$ cat src/meter_config_regs.svh
// register offsets, reset values and code points of the meter settings bank
// assumes a 16-bit register number from the serial frame decoder
`ifndef METER_CONFIG_REGS_SVH
`define METER_CONFIG_REGS_SVH
`define OFS_STATION 8'h20
`define OFS_BAUD 8'h22
`define OFS_PERMIT 8'h23
`define OFS_LOCKOUT 8'h24
`define OFS_REPLY_WAIT 8'h25
`define OFS_GAP 8'h27
`define OFS_GLOW 8'h2d
`define OFS_TINT 8'h2e
`define OFS_EDIT 8'h2f
`define OFS_O1_THR 8'h30
`define OFS_O1_BAND 8'h31
`define OFS_O1_MODE 8'h32
`define OFS_O1_ON 8'h33
`define OFS_O1_OFF 8'h34
`define OFS_O1_UNIT 8'h35
`define OFS_O1_FAULT 8'h36
`define OFS_O1_THR2 8'h37
`define OFS_O2_THR 8'h38
`define OFS_O2_BAND 8'h39
`define OFS_O2_MODE 8'h3a
`define OFS_O2_ON 8'h3b
`define OFS_O2_OFF 8'h3c
`define OFS_O2_UNIT 8'h3d
`define OFS_O2_FAULT 8'h3e
`define OFS_O2_THR2 8'h3f
`define OFS_CAPTURE 8'h50
`define OFS_MIN_EXC 8'h51
`define OFS_SHOW 8'h52
`define OFS_DISP_FRZ 8'h53
`define OFS_O1_FRZ 8'h54
`define OFS_O2_FRZ 8'h55
`define OFS_TINT_FLAGS 8'h60
`define OFS_TINT_CLR 8'h61
`define OFS_TINT_SENSE 8'h62
`define OFS_TINT_THR 8'h63
`define OFS_TINT_BAND 8'h64
`define OFS_CURVE_FIRST 8'h70
`define OFS_CURVE_LAST 8'h97
`define CFG_BASE 8'h20
`define CFG_WORDS 69
`define CURVE_POINTS 20
`define LOCKOUT_MASK 16'h000f
`define TINT_FLAG_MASK 16'h00c3
`define TINT_FAULT_BIT 7
`define TINT_EXTREME_BIT 6
`define TINT_OUT2_BIT 1
`define TINT_OUT1_BIT 0
`define POINT_FREE 16'h8000
`define EXC_NONE 8'h00
`define EXC_ADDR 8'h02
`define EXC_VALUE 8'h03
`define EXC_DENIED 8'h08
`define RST_STATION 16'h0001
`define RST_BAUD 16'h0003
`define RST_PERMIT 16'h0001
`define RST_GLOW 16'h0008
`endif

$ cat src/meter_config_pkg.sv
// types shared by the meter settings bank and its neighbours
// constants live in meter_config_regs.svh
package meter_config_pkg;
    typedef struct packed {
        logic valid;
        logic write;
        logic [15:0] addr;
        logic [15:0] data;
    } req_t;
    typedef struct packed {
        logic valid;
        logic [7:0] exc;
        logic [15:0] data;
        logic [7:0] station;
    } reply_extra_wait_t;
    typedef enum logic [2:0] {
        MODE_INACTIVE, MODE_FORCE_ON, MODE_FORCE_OFF,
        MODE_IN_BAND, MODE_OUT_BAND, MODE_BUS
    } out_mode_t;
    typedef enum logic [1:0] {FAULT_KEEP, FAULT_ON, FAULT_OFF} fault_t;
    typedef struct packed {
        logic [7:0] station;
        logic [2:0] baud;
        logic permit;
        logic [3:0] lockout;
        logic [7:0] reply_wait_chars;
        logic gap_check_en;
        logic [6:0] gap_s;
        logic [3:0] glow;
        logic tint_red;
        logic ramp_edit;
        logic [1:0][2:0] out_mode;
        logic [1:0] out_unit_min;
        logic [1:0][1:0] out_fault;
        logic capture_drops;
        logic [7:0] show_s;
        logic display_freeze;
        logic [1:0] out_freeze;
        logic tint_on_fault;
        logic tint_on_extreme;
        logic [1:0] tint_on_output;
        logic tint_clear;
        logic falling_sense;
    } settings_t;
endpackage : meter_config_pkg

$ cat src/meter_config_register_map.sv
// holding-register bank of the panel meter, served to the serial frame decoder
// assumes the decoder hands one register access per request and sends the reply
//
// How it works
// - bus writes refused while permit is zero
// - bus may deny writes, only menu or reset re-allows
// - lockout register holds four on/off flags
// - reply wait codes 0..5 select extra delay
// - frame gap 0 disables, 1..99 seconds
// - glow 1 lowest to 8 highest
// - base tint 0 green, 1 red
// - edit style 0 per place, 1 ramp
// - output mode codes 0 to 5
// - output waits 0..999 in tenths
// - time unit 0 seconds, 1 minutes
// - fault reaction keep, on or off
// - capture type 0 peaks, 1 drops
// - extreme show limit 0..199 seconds
// - freeze settings 0 live, 1 captured
// - tint flags in bits 7,6,1,0
// - tint clear enable and change sense
// - twenty X/Y curve pairs with ranges
// - X equal 8000h marks point free
// - point defined after both coordinates written
// - station address reply uses old address
// - baud change applies to its reply
// - denied write answers exception 08h
// - out of range value answers 03h
// - unmapped register answers 02h
`timescale 1ns/10ps
`include "meter_config_regs.svh"

module meter_config_register_map (
    input wire logic clk_sys_i,
    input wire logic rst_n_i,
    input wire meter_config_pkg::req_t req_i,
    input wire logic menu_permit_set_i,
    output meter_config_pkg::reply_extra_wait_t reply_extra_wait_o,
    output meter_config_pkg::settings_t settings_o,
    output logic [`CURVE_POINTS-1:0] point_defined_o
);

    typedef struct packed {
        logic [`CFG_WORDS-1:0][15:0] cfg;
        logic [`CURVE_POINTS-1:0][15:0] cx;
        logic [`CURVE_POINTS-1:0][15:0] cy;
        logic [`CURVE_POINTS-1:0] xw;
        logic [`CURVE_POINTS-1:0] yw;
        meter_config_pkg::reply_extra_wait_t reply_extra_wait;
    } state_t;

    state_t st;
    state_t next_st;

    ////////////////////////////////////////////////////////////////////////
    // decoding

    function automatic logic in_cfg(input logic [15:0] a);
        logic [7:0] b;
        b = a[7:0];
        if (a[15:8] != 8'h00) begin
            in_cfg = 1'b0;
        end else if (b == `OFS_STATION) begin
            in_cfg = 1'b1;
        end else if (b >= `OFS_BAUD && b <= `OFS_REPLY_WAIT) begin
            in_cfg = 1'b1;
        end else if (b == `OFS_GAP) begin
            in_cfg = 1'b1;
        end else if (b >= `OFS_GLOW && b <= `OFS_O2_THR2) begin
            in_cfg = 1'b1;
        end else if (b >= `OFS_CAPTURE && b <= `OFS_O2_FRZ) begin
            in_cfg = 1'b1;
        end else if (b >= `OFS_TINT_FLAGS && b <= `OFS_TINT_BAND) begin
            in_cfg = 1'b1;
        end else begin
            in_cfg = 1'b0;
        end
    endfunction : in_cfg

    function automatic logic in_curve(input logic [15:0] a);
        in_curve = a[15:8] == 8'h00 && a[7:0] >= `OFS_CURVE_FIRST
            && a[7:0] <= `OFS_CURVE_LAST;
    endfunction : in_curve

    function automatic logic span(input logic [15:0] d,
                                  input int lo, input int hi);
        int v;
        v = int'($signed(d));
        span = v >= lo && v <= hi;
    endfunction : span

    function automatic logic value_ok(input logic [15:0] a,
                                      input logic [15:0] d);
        logic [7:0] b;
        b = a[7:0];
        if (b == `OFS_STATION) begin
            value_ok = span(d, 0, 199);
        end else if (b == `OFS_BAUD) begin
            value_ok = span(d, 0, 7);
        end else if (b == `OFS_LOCKOUT) begin
            value_ok = (d & ~`LOCKOUT_MASK) == 16'h0000;
        end else if (b == `OFS_REPLY_WAIT) begin
            value_ok = span(d, 0, 5);
        end else if (b == `OFS_GAP) begin
            value_ok = span(d, 0, 99);
        end else if (b == `OFS_GLOW) begin
            value_ok = span(d, 1, 8);
        end else if (b == `OFS_O1_THR || b == `OFS_O1_THR2 || b == `OFS_O2_THR
                     || b == `OFS_O2_THR2 || b == `OFS_TINT_THR) begin
            value_ok = span(d, -999, 9999);
        end else if (b == `OFS_O1_BAND || b == `OFS_O2_BAND
                     || b == `OFS_TINT_BAND) begin
            value_ok = span(d, -999, 999);
        end else if (b == `OFS_O1_MODE || b == `OFS_O2_MODE) begin
            value_ok = span(d, 0, 5);
        end else if (b == `OFS_O1_ON || b == `OFS_O1_OFF
                     || b == `OFS_O2_ON || b == `OFS_O2_OFF) begin
            value_ok = span(d, 0, 999);
        end else if (b == `OFS_O1_FAULT || b == `OFS_O2_FAULT) begin
            value_ok = span(d, 0, 2);
        end else if (b == `OFS_MIN_EXC) begin
            value_ok = span(d, 0, 9999);
        end else if (b == `OFS_SHOW) begin
            value_ok = span(d, 0, 199);
        end else if (b == `OFS_TINT_FLAGS) begin
            value_ok = (d & ~`TINT_FLAG_MASK) == 16'h0000;
        end else if (in_curve(a) && !b[0]) begin
            // the free marker is accepted so a point can be released
            value_ok = span(d, -999, 1999) || d == `POINT_FREE;
        end else if (in_curve(a)) begin
            value_ok = span(d, -999, 9999);
        end else begin
            // the remaining settings are all two-way switches
            value_ok = span(d, 0, 1);
        end
    endfunction : value_ok

    function automatic logic [7:0] wait_chars(input logic [15:0] c);
        if (c == 16'h0001) begin
            wait_chars = 8'h0a;
        end else if (c == 16'h0002) begin
            wait_chars = 8'h14;
        end else if (c == 16'h0003) begin
            wait_chars = 8'h32;
        end else if (c == 16'h0004) begin
            wait_chars = 8'h64;
        end else if (c == 16'h0005) begin
            wait_chars = 8'hc8;
        end else begin
            wait_chars = 8'h00;
        end
    endfunction : wait_chars

    function automatic logic [15:0] cfg_rd(input state_t s, input logic [7:0] b);
        logic [7:0] i;
        i = b - `CFG_BASE;
        cfg_rd = s.cfg[i[6:0]];
    endfunction : cfg_rd

    ////////////////////////////////////////////////////////////////////////
    // next state

    logic [7:0] a8;
    logic [7:0] ci;
    logic [7:0] pi;
    logic permit;

    always_comb begin
        next_st = st;
        a8 = req_i.addr[7:0];
        ci = a8 - `CFG_BASE;
        pi = (a8 - `OFS_CURVE_FIRST) >> 1;
        permit = st.cfg[`OFS_PERMIT - `CFG_BASE][0];
        next_st.reply_extra_wait = '0;
        // reply carries the address in force before this request
        next_st.reply_extra_wait.station = st.cfg[`OFS_STATION - `CFG_BASE][7:0];
        if (req_i.valid) begin
            next_st.reply_extra_wait.valid = 1'b1;
            if (!in_cfg(req_i.addr) && !in_curve(req_i.addr)) begin
                next_st.reply_extra_wait.exc = `EXC_ADDR;
            end else if (!req_i.write) begin
                if (in_curve(req_i.addr) && !a8[0]) begin
                    next_st.reply_extra_wait.data = st.cx[pi[4:0]];
                end else if (in_curve(req_i.addr)) begin
                    next_st.reply_extra_wait.data = st.cy[pi[4:0]];
                end else begin
                    next_st.reply_extra_wait.data = cfg_rd(st, a8);
                end
            end else if (!permit) begin
                // covers a bus write of 1 to the permit: only the menu or a reset lifts it
                next_st.reply_extra_wait.exc = `EXC_DENIED;
            end else if (!value_ok(req_i.addr, req_i.data)) begin
                next_st.reply_extra_wait.exc = `EXC_VALUE;
            end else begin
                next_st.reply_extra_wait.data = req_i.data;
                if (in_curve(req_i.addr) && !a8[0]) begin
                    next_st.cx[pi[4:0]] = req_i.data;
                    next_st.xw[pi[4:0]] = req_i.data != `POINT_FREE;
                end else if (in_curve(req_i.addr)) begin
                    next_st.cy[pi[4:0]] = req_i.data;
                    next_st.yw[pi[4:0]] = 1'b1;
                end else begin
                    // baud takes effect with this reply's own frame
                    next_st.cfg[ci[6:0]] = req_i.data;
                end
            end
        end
        // the menu or a reset is the only way back to allowed; the menu wins over a bus write
        if (menu_permit_set_i) begin
            next_st.cfg[`OFS_PERMIT - `CFG_BASE] = `RST_PERMIT;
        end
        if (!rst_n_i) begin
            next_st = '0;
            next_st.cfg[`OFS_STATION - `CFG_BASE] = `RST_STATION;
            next_st.cfg[`OFS_BAUD - `CFG_BASE] = `RST_BAUD;
            next_st.cfg[`OFS_PERMIT - `CFG_BASE] = `RST_PERMIT;
            next_st.cfg[`OFS_GLOW - `CFG_BASE] = `RST_GLOW;
            for (int k = 0; k < `CURVE_POINTS; k++) begin
                next_st.cx[k] = `POINT_FREE;
            end
        end
    end

    always_ff @(posedge clk_sys_i) begin
        st <= next_st;
    end

    ////////////////////////////////////////////////////////////////////////
    // outputs

    assign reply_extra_wait_o = st.reply_extra_wait;

    genvar g;
    generate
        for (g = 0; g < `CURVE_POINTS; g++) begin : g_point
            assign point_defined_o[g] = st.xw[g] && st.yw[g]
                && st.cx[g] != `POINT_FREE;
        end
    endgenerate

    always_comb begin
        settings_o = '0;
        settings_o.station = st.cfg[`OFS_STATION - `CFG_BASE][7:0];
        settings_o.baud = st.cfg[`OFS_BAUD - `CFG_BASE][2:0];
        settings_o.permit = st.cfg[`OFS_PERMIT - `CFG_BASE][0];
        settings_o.lockout = st.cfg[`OFS_LOCKOUT - `CFG_BASE][3:0];
        settings_o.reply_wait_chars = wait_chars(st.cfg[`OFS_REPLY_WAIT - `CFG_BASE]);
        settings_o.gap_check_en = st.cfg[`OFS_GAP - `CFG_BASE] != 16'h0000;
        settings_o.gap_s = st.cfg[`OFS_GAP - `CFG_BASE][6:0];
        settings_o.glow = st.cfg[`OFS_GLOW - `CFG_BASE][3:0];
        settings_o.tint_red = st.cfg[`OFS_TINT - `CFG_BASE][0];
        settings_o.ramp_edit = st.cfg[`OFS_EDIT - `CFG_BASE][0];
        settings_o.out_mode[0] = st.cfg[`OFS_O1_MODE - `CFG_BASE][2:0];
        settings_o.out_mode[1] = st.cfg[`OFS_O2_MODE - `CFG_BASE][2:0];
        settings_o.out_unit_min[0] = st.cfg[`OFS_O1_UNIT - `CFG_BASE][0];
        settings_o.out_unit_min[1] = st.cfg[`OFS_O2_UNIT - `CFG_BASE][0];
        settings_o.out_fault[0] = st.cfg[`OFS_O1_FAULT - `CFG_BASE][1:0];
        settings_o.out_fault[1] = st.cfg[`OFS_O2_FAULT - `CFG_BASE][1:0];
        settings_o.capture_drops = st.cfg[`OFS_CAPTURE - `CFG_BASE][0];
        settings_o.show_s = st.cfg[`OFS_SHOW - `CFG_BASE][7:0];
        settings_o.display_freeze = st.cfg[`OFS_DISP_FRZ - `CFG_BASE][0];
        settings_o.out_freeze[0] = st.cfg[`OFS_O1_FRZ - `CFG_BASE][0];
        settings_o.out_freeze[1] = st.cfg[`OFS_O2_FRZ - `CFG_BASE][0];
        settings_o.tint_on_fault = st.cfg[`OFS_TINT_FLAGS - `CFG_BASE][`TINT_FAULT_BIT];
        settings_o.tint_on_extreme = st.cfg[`OFS_TINT_FLAGS - `CFG_BASE][`TINT_EXTREME_BIT];
        settings_o.tint_on_output[1] = st.cfg[`OFS_TINT_FLAGS - `CFG_BASE][`TINT_OUT2_BIT];
        settings_o.tint_on_output[0] = st.cfg[`OFS_TINT_FLAGS - `CFG_BASE][`TINT_OUT1_BIT];
        settings_o.tint_clear = st.cfg[`OFS_TINT_CLR - `CFG_BASE][0];
        settings_o.falling_sense = st.cfg[`OFS_TINT_SENSE - `CFG_BASE][0];
    end

endmodule : meter_config_register_map

$ cat config.mk
export PLATFORM = sky130hd
export DESIGN_NAME = meter_config_register_map
export DESIGN_NICKNAME = d
export VERILOG_FILES = /design/src/meter_config_pkg.sv /design/src/meter_config_register_map.sv
export VERILOG_INCLUDE_DIRS = /design/src
export SDC_FILE = /design/constraint.sdc
export NUM_CORES = 2
export LEC_CHECK = 0
export ABC_CLOCK_PERIOD_IN_PS = 12500
export BUFFER_PORTS_ARGS = -buffer_cell sky130_fd_sc_hd__buf_2
export CAP_MARGIN = 0
export CORE_ASPECT_RATIO = 1.75
export CORE_MARGIN = 2
export CORE_UTILIZATION = 45
export DETAILED_ROUTE_END_ITERATION = 10
export SKIP_LAST_GASP = 1
export SLEW_MARGIN = 20
export SYNTH_ARGS = -nofsm -noshare
export SYNTH_HDL_FRONTEND = slang
export SYNTH_SLANG_ARGS = --single-unit
$ cat constraint.sdc
create_clock -name clk_sys_i -period 12.5 [get_ports clk_sys_i]
set_input_delay 2.5 -clock clk_sys_i [delete_from_list [all_inputs] [get_ports clk_sys_i]]
set_output_delay 2.5 -clock clk_sys_i [all_outputs]
set_load 0.005 [all_outputs]
==> flow_summary.yaml <==
power:
  combinationalPowerShare: 0.044
  final_total_pwr_w: 0.0116
  netSwitchingFraction: 0.235
  clock_power_share: 0.457
  cell_internal_pwr_w: 0.00885
  power_density_mw_per_mm2: 133
  p_sw_w: 0.00271
  sequentialPowerShare: 0.499
  p_leak_nw: 36.7
  ir_worst_vdd_mv: 0.115
worst_setup_path:
  worst-path-buf-inv: 3
  slowest_delay_ns: 0.88
  cpMostUsedCell: "buf_4"
  worst_setup_path_start_kind: "input pin"
  worst-setup-path-type: "input pin to flop"
  worst_ep_arrival_ns: 7.94
  crit_slowest_cell: "nor4_1"
  critPathCaptureType: "flop"
  path_max_fanout: 50
  timing.critical_path.max_delay_family: "simple AND/OR/NAND/NOR gates"
  timing.critical_path.required_ns: 13.19
  crit_chain: "buf_4, inv_1, ha_1, and4bb_2, a22oi_1, o22ai_1, nor4_1, and3_4, buf_4, o2111ai_2, and3_1"
cts:
  cts_num_sinks: 1812
  worst_setup_hold_path_clk_slew_ns: 0.06
  total_of_hold_buffers_inserted_after_clock_tree_synthesis: 0
  clock-root-buffer: "clkbuf_16"
  postCtsResizedCells: 0
  cts_tree: "yes"
  tritoncts.num_buffers: 174
  clkLatencyLatePin_ns: 0.85
  postCtsSetupRepairBufs: 0
  cts.path.max_buffers: 4
  htree_levels: 4
synthesis:
  synth_edf_count: 0
  postSynthRegisterBits: 1812
  synth_simple_gate_area_share: 0.133
  synth_ff_type: "dfxtp_1"
  synth.avg_cell_area_sq_um: 10.8
  synth_top_family_by_area: "multiplexers"
  synth_cell_types: 75
  synth-compound-area-share: 0.0521
  synthesis.instances: 7333
  syn_area_sq_mm: 0.0794
  proportion_of_synthesized_area_in_mux_cells: 0.306
  yosysWarningCount: 0
  yosys.area_share.xor_xnor: 0.000110
  synth-adder-area-share: 0.00123
  async_flop_share: 0
  synth_seq_area_share: 0.457
route:
  viasPerCell: 6.03
  route.antenna.remaining_nets: 0
  num_vias: 56900
  wl_microns: 264000
  drt_iter0_markers: 5216
  drcViolationCount: 0
  avgRoutedWirePerCell_microns: 27.9
  dr.pass1.iters: 5
timing:
  tns_ns: 0
  worst_clock_skew_ns: 0.0541
  final_period_minus_worst_setup_slack_ns: 7.25
  rsz0062_at_grt: "false"
  final-max-slew-violation-count: 0
  worst_pin_slew_ns: 1.21
  clock.fmax_ghz: 0.138
  final-setup-viol-count: 0
  relSlewSlack: 0.190
  finalHoldViolations: 0
  period_share: 0.580
layout:
  layout-drive-gt1-share: 0.175
  final_common_cell: "dfxtp_1"
  nNetsFinal: 7067
  fill_cells: 15700
  multiInputGateArea_sq_mm: 0.0397
  ff_latch_area_sq_mm: 0.0363
  flow.area_growth_from_synthesis_pct: 9.18
  instances_no_fill: 9446
  mostFrequentLayoutCells: "dfxtp_1 (1812), nand2_1 (1579), mux2i_1 (1204), mux4_2 (544), and3_1 (365)"
floorplan:
  row_count: 204
  standard_cell_core_area_sq_mm: 0.176
  die_area_sq_mm: 0.180
  die_height_microns: 560
  die_x_microns: 322
  ioPinCount: 158
  initial_utilization: 0.452
grt:
  number_of_antenna_violations_at_the_first_check_in_global_routing: 26
  wire_length_of_the_first_global_routing_pass_microns: 386000
  overflow: 0
  grt_pass1_vias: 56500
  groute.usage.overall: 0.287
  grt_max_degree: 242
place:
  dp.final_hpwl_microns: 172000
  placed_cells_incl_taps: 9111
  gpl.final_weighted_congestion: 0.943
  io_buffers: 151
hold_path:
  hold_path.class: "flop to flop"
run_status:
  run_status: "complete, no violations"
run:
  cap_viol_max_count: 0
cell type report:
cell class	count	share of cell area
inverters	57	0.00247
multi-input cells	4670	0.457
repair buffers	308	0.0243
diodes	33	0.000952
well taps	2266	0.0327
clock inverters	61	0.00749
flip-flops and latches	1812	0.418
clock buffers	239	0.0565
stage by stage:
| stage | cell area, sq um | hold WS, ns | utilization | setup slack [ns] |
|---|---|---|---|---|
| final | 86700 | 0.446 | 0.493 | 5.25 |
| after global routing | 86700 | 0.463 | 0.493 | 4.97 |
| after CTS | 86600 | 0.449 | 0.492 | 4.89 |
| after detailed placement | 81000 | 0.441 | 0.461 | 4.04 |
| after global placement | 80900 | 0.434 | 0.460 | 4.13 |
| after floorplan | 79400 | 0.425 | - | 5.85 |
sequential cells by signal (all words and copies together) (netlist names):
| signal | count |
|---|---|
| settings_o | 59 |
| st | 1725 |
| reply_extra_wait_o | 28 |
logic make-up (layout without fill, tap and decap cells):
kind of cell,Yosys count,after routing
flip-flops,1812,1812
AND/OR/NAND/NOR,2363,2363
adder cells (fa/ha/maj),8,8
multiplexers,1749,1749
other,1,39
XOR/XNOR,1,1
buffers and inverters,856,665
AO/OA/AOI/OAI,543,543
tightest hold or removal path: cells and delay by family, from the launching register on:
| kind | cells | cell delay [ns] |
|---|---|---|
| buffers and inverters | 1 | 0.05 |
| AOI/OAI and AO/OA | 1 | 0.04 |
| DFF | 1 | 0.31 |
per-layer routing:
layer,part of all wire,track usage,vias up,routed length [microns]
li1,-,-,25300,-
met1,0.38,0.340,29000,100000
met2,0.49,0.486,2032,130000
met3,0.055,0.0397,609,14600
met4,0.072,0.186,12,18900
met5,0.00027,0,-,72
power by group through the flow:
stage	Combinational, W	Sequential [W]	Clock [W]
floorplan	0.000332	0.00590	0
global placement	0.000497	0.00590	0
detailed placement	0.000499	0.00590	0
CTS	0.000499	0.00577	0.00537
global route	0.000524	0.00577	0.00558
finish	0.000503	0.00577	0.00529
path summary, 6_finish.rpt:
kind / from / to / slack (ns) / cells after the start
max: req_i[20] / st[1694] / 5.25 / 11
min reg2reg: st[46] / st[46] / 0.45 / 2
min: st[46] / st[46] / 0.45 / 2
max reg2reg: settings_o[56] / st[327] / 7.97 / 5
cells in the mapped netlist, types with 19 or more instances:
cell type	n	area [sq um]
nor2b_1	43	269
nand2_1	1594	5980
nor4b_1	20	175
mux4_2	544	12300
nor4_1	84	526
o21ai_2	35	307
buf_2	96	480
inv_1	56	210
o22ai_1	21	131
mux2i_1	1204	12100
buf_1	56	210
nor2_1	54	203
a21boi_0	189	1420
a21oi_1	35	175
a22oi_1	19	143
a21boi_1	25	188
dfxtp_1	1812	36300
buf_4	148	1110
nand3_1	74	370
nor3_1	55	275
clkbuf_1	486	1820
a41oi_1	20	175
and3_1	366	2290
o2111ai_1	22	193
o21ai_0	72	360
Power figures use the tool's default switching activity.
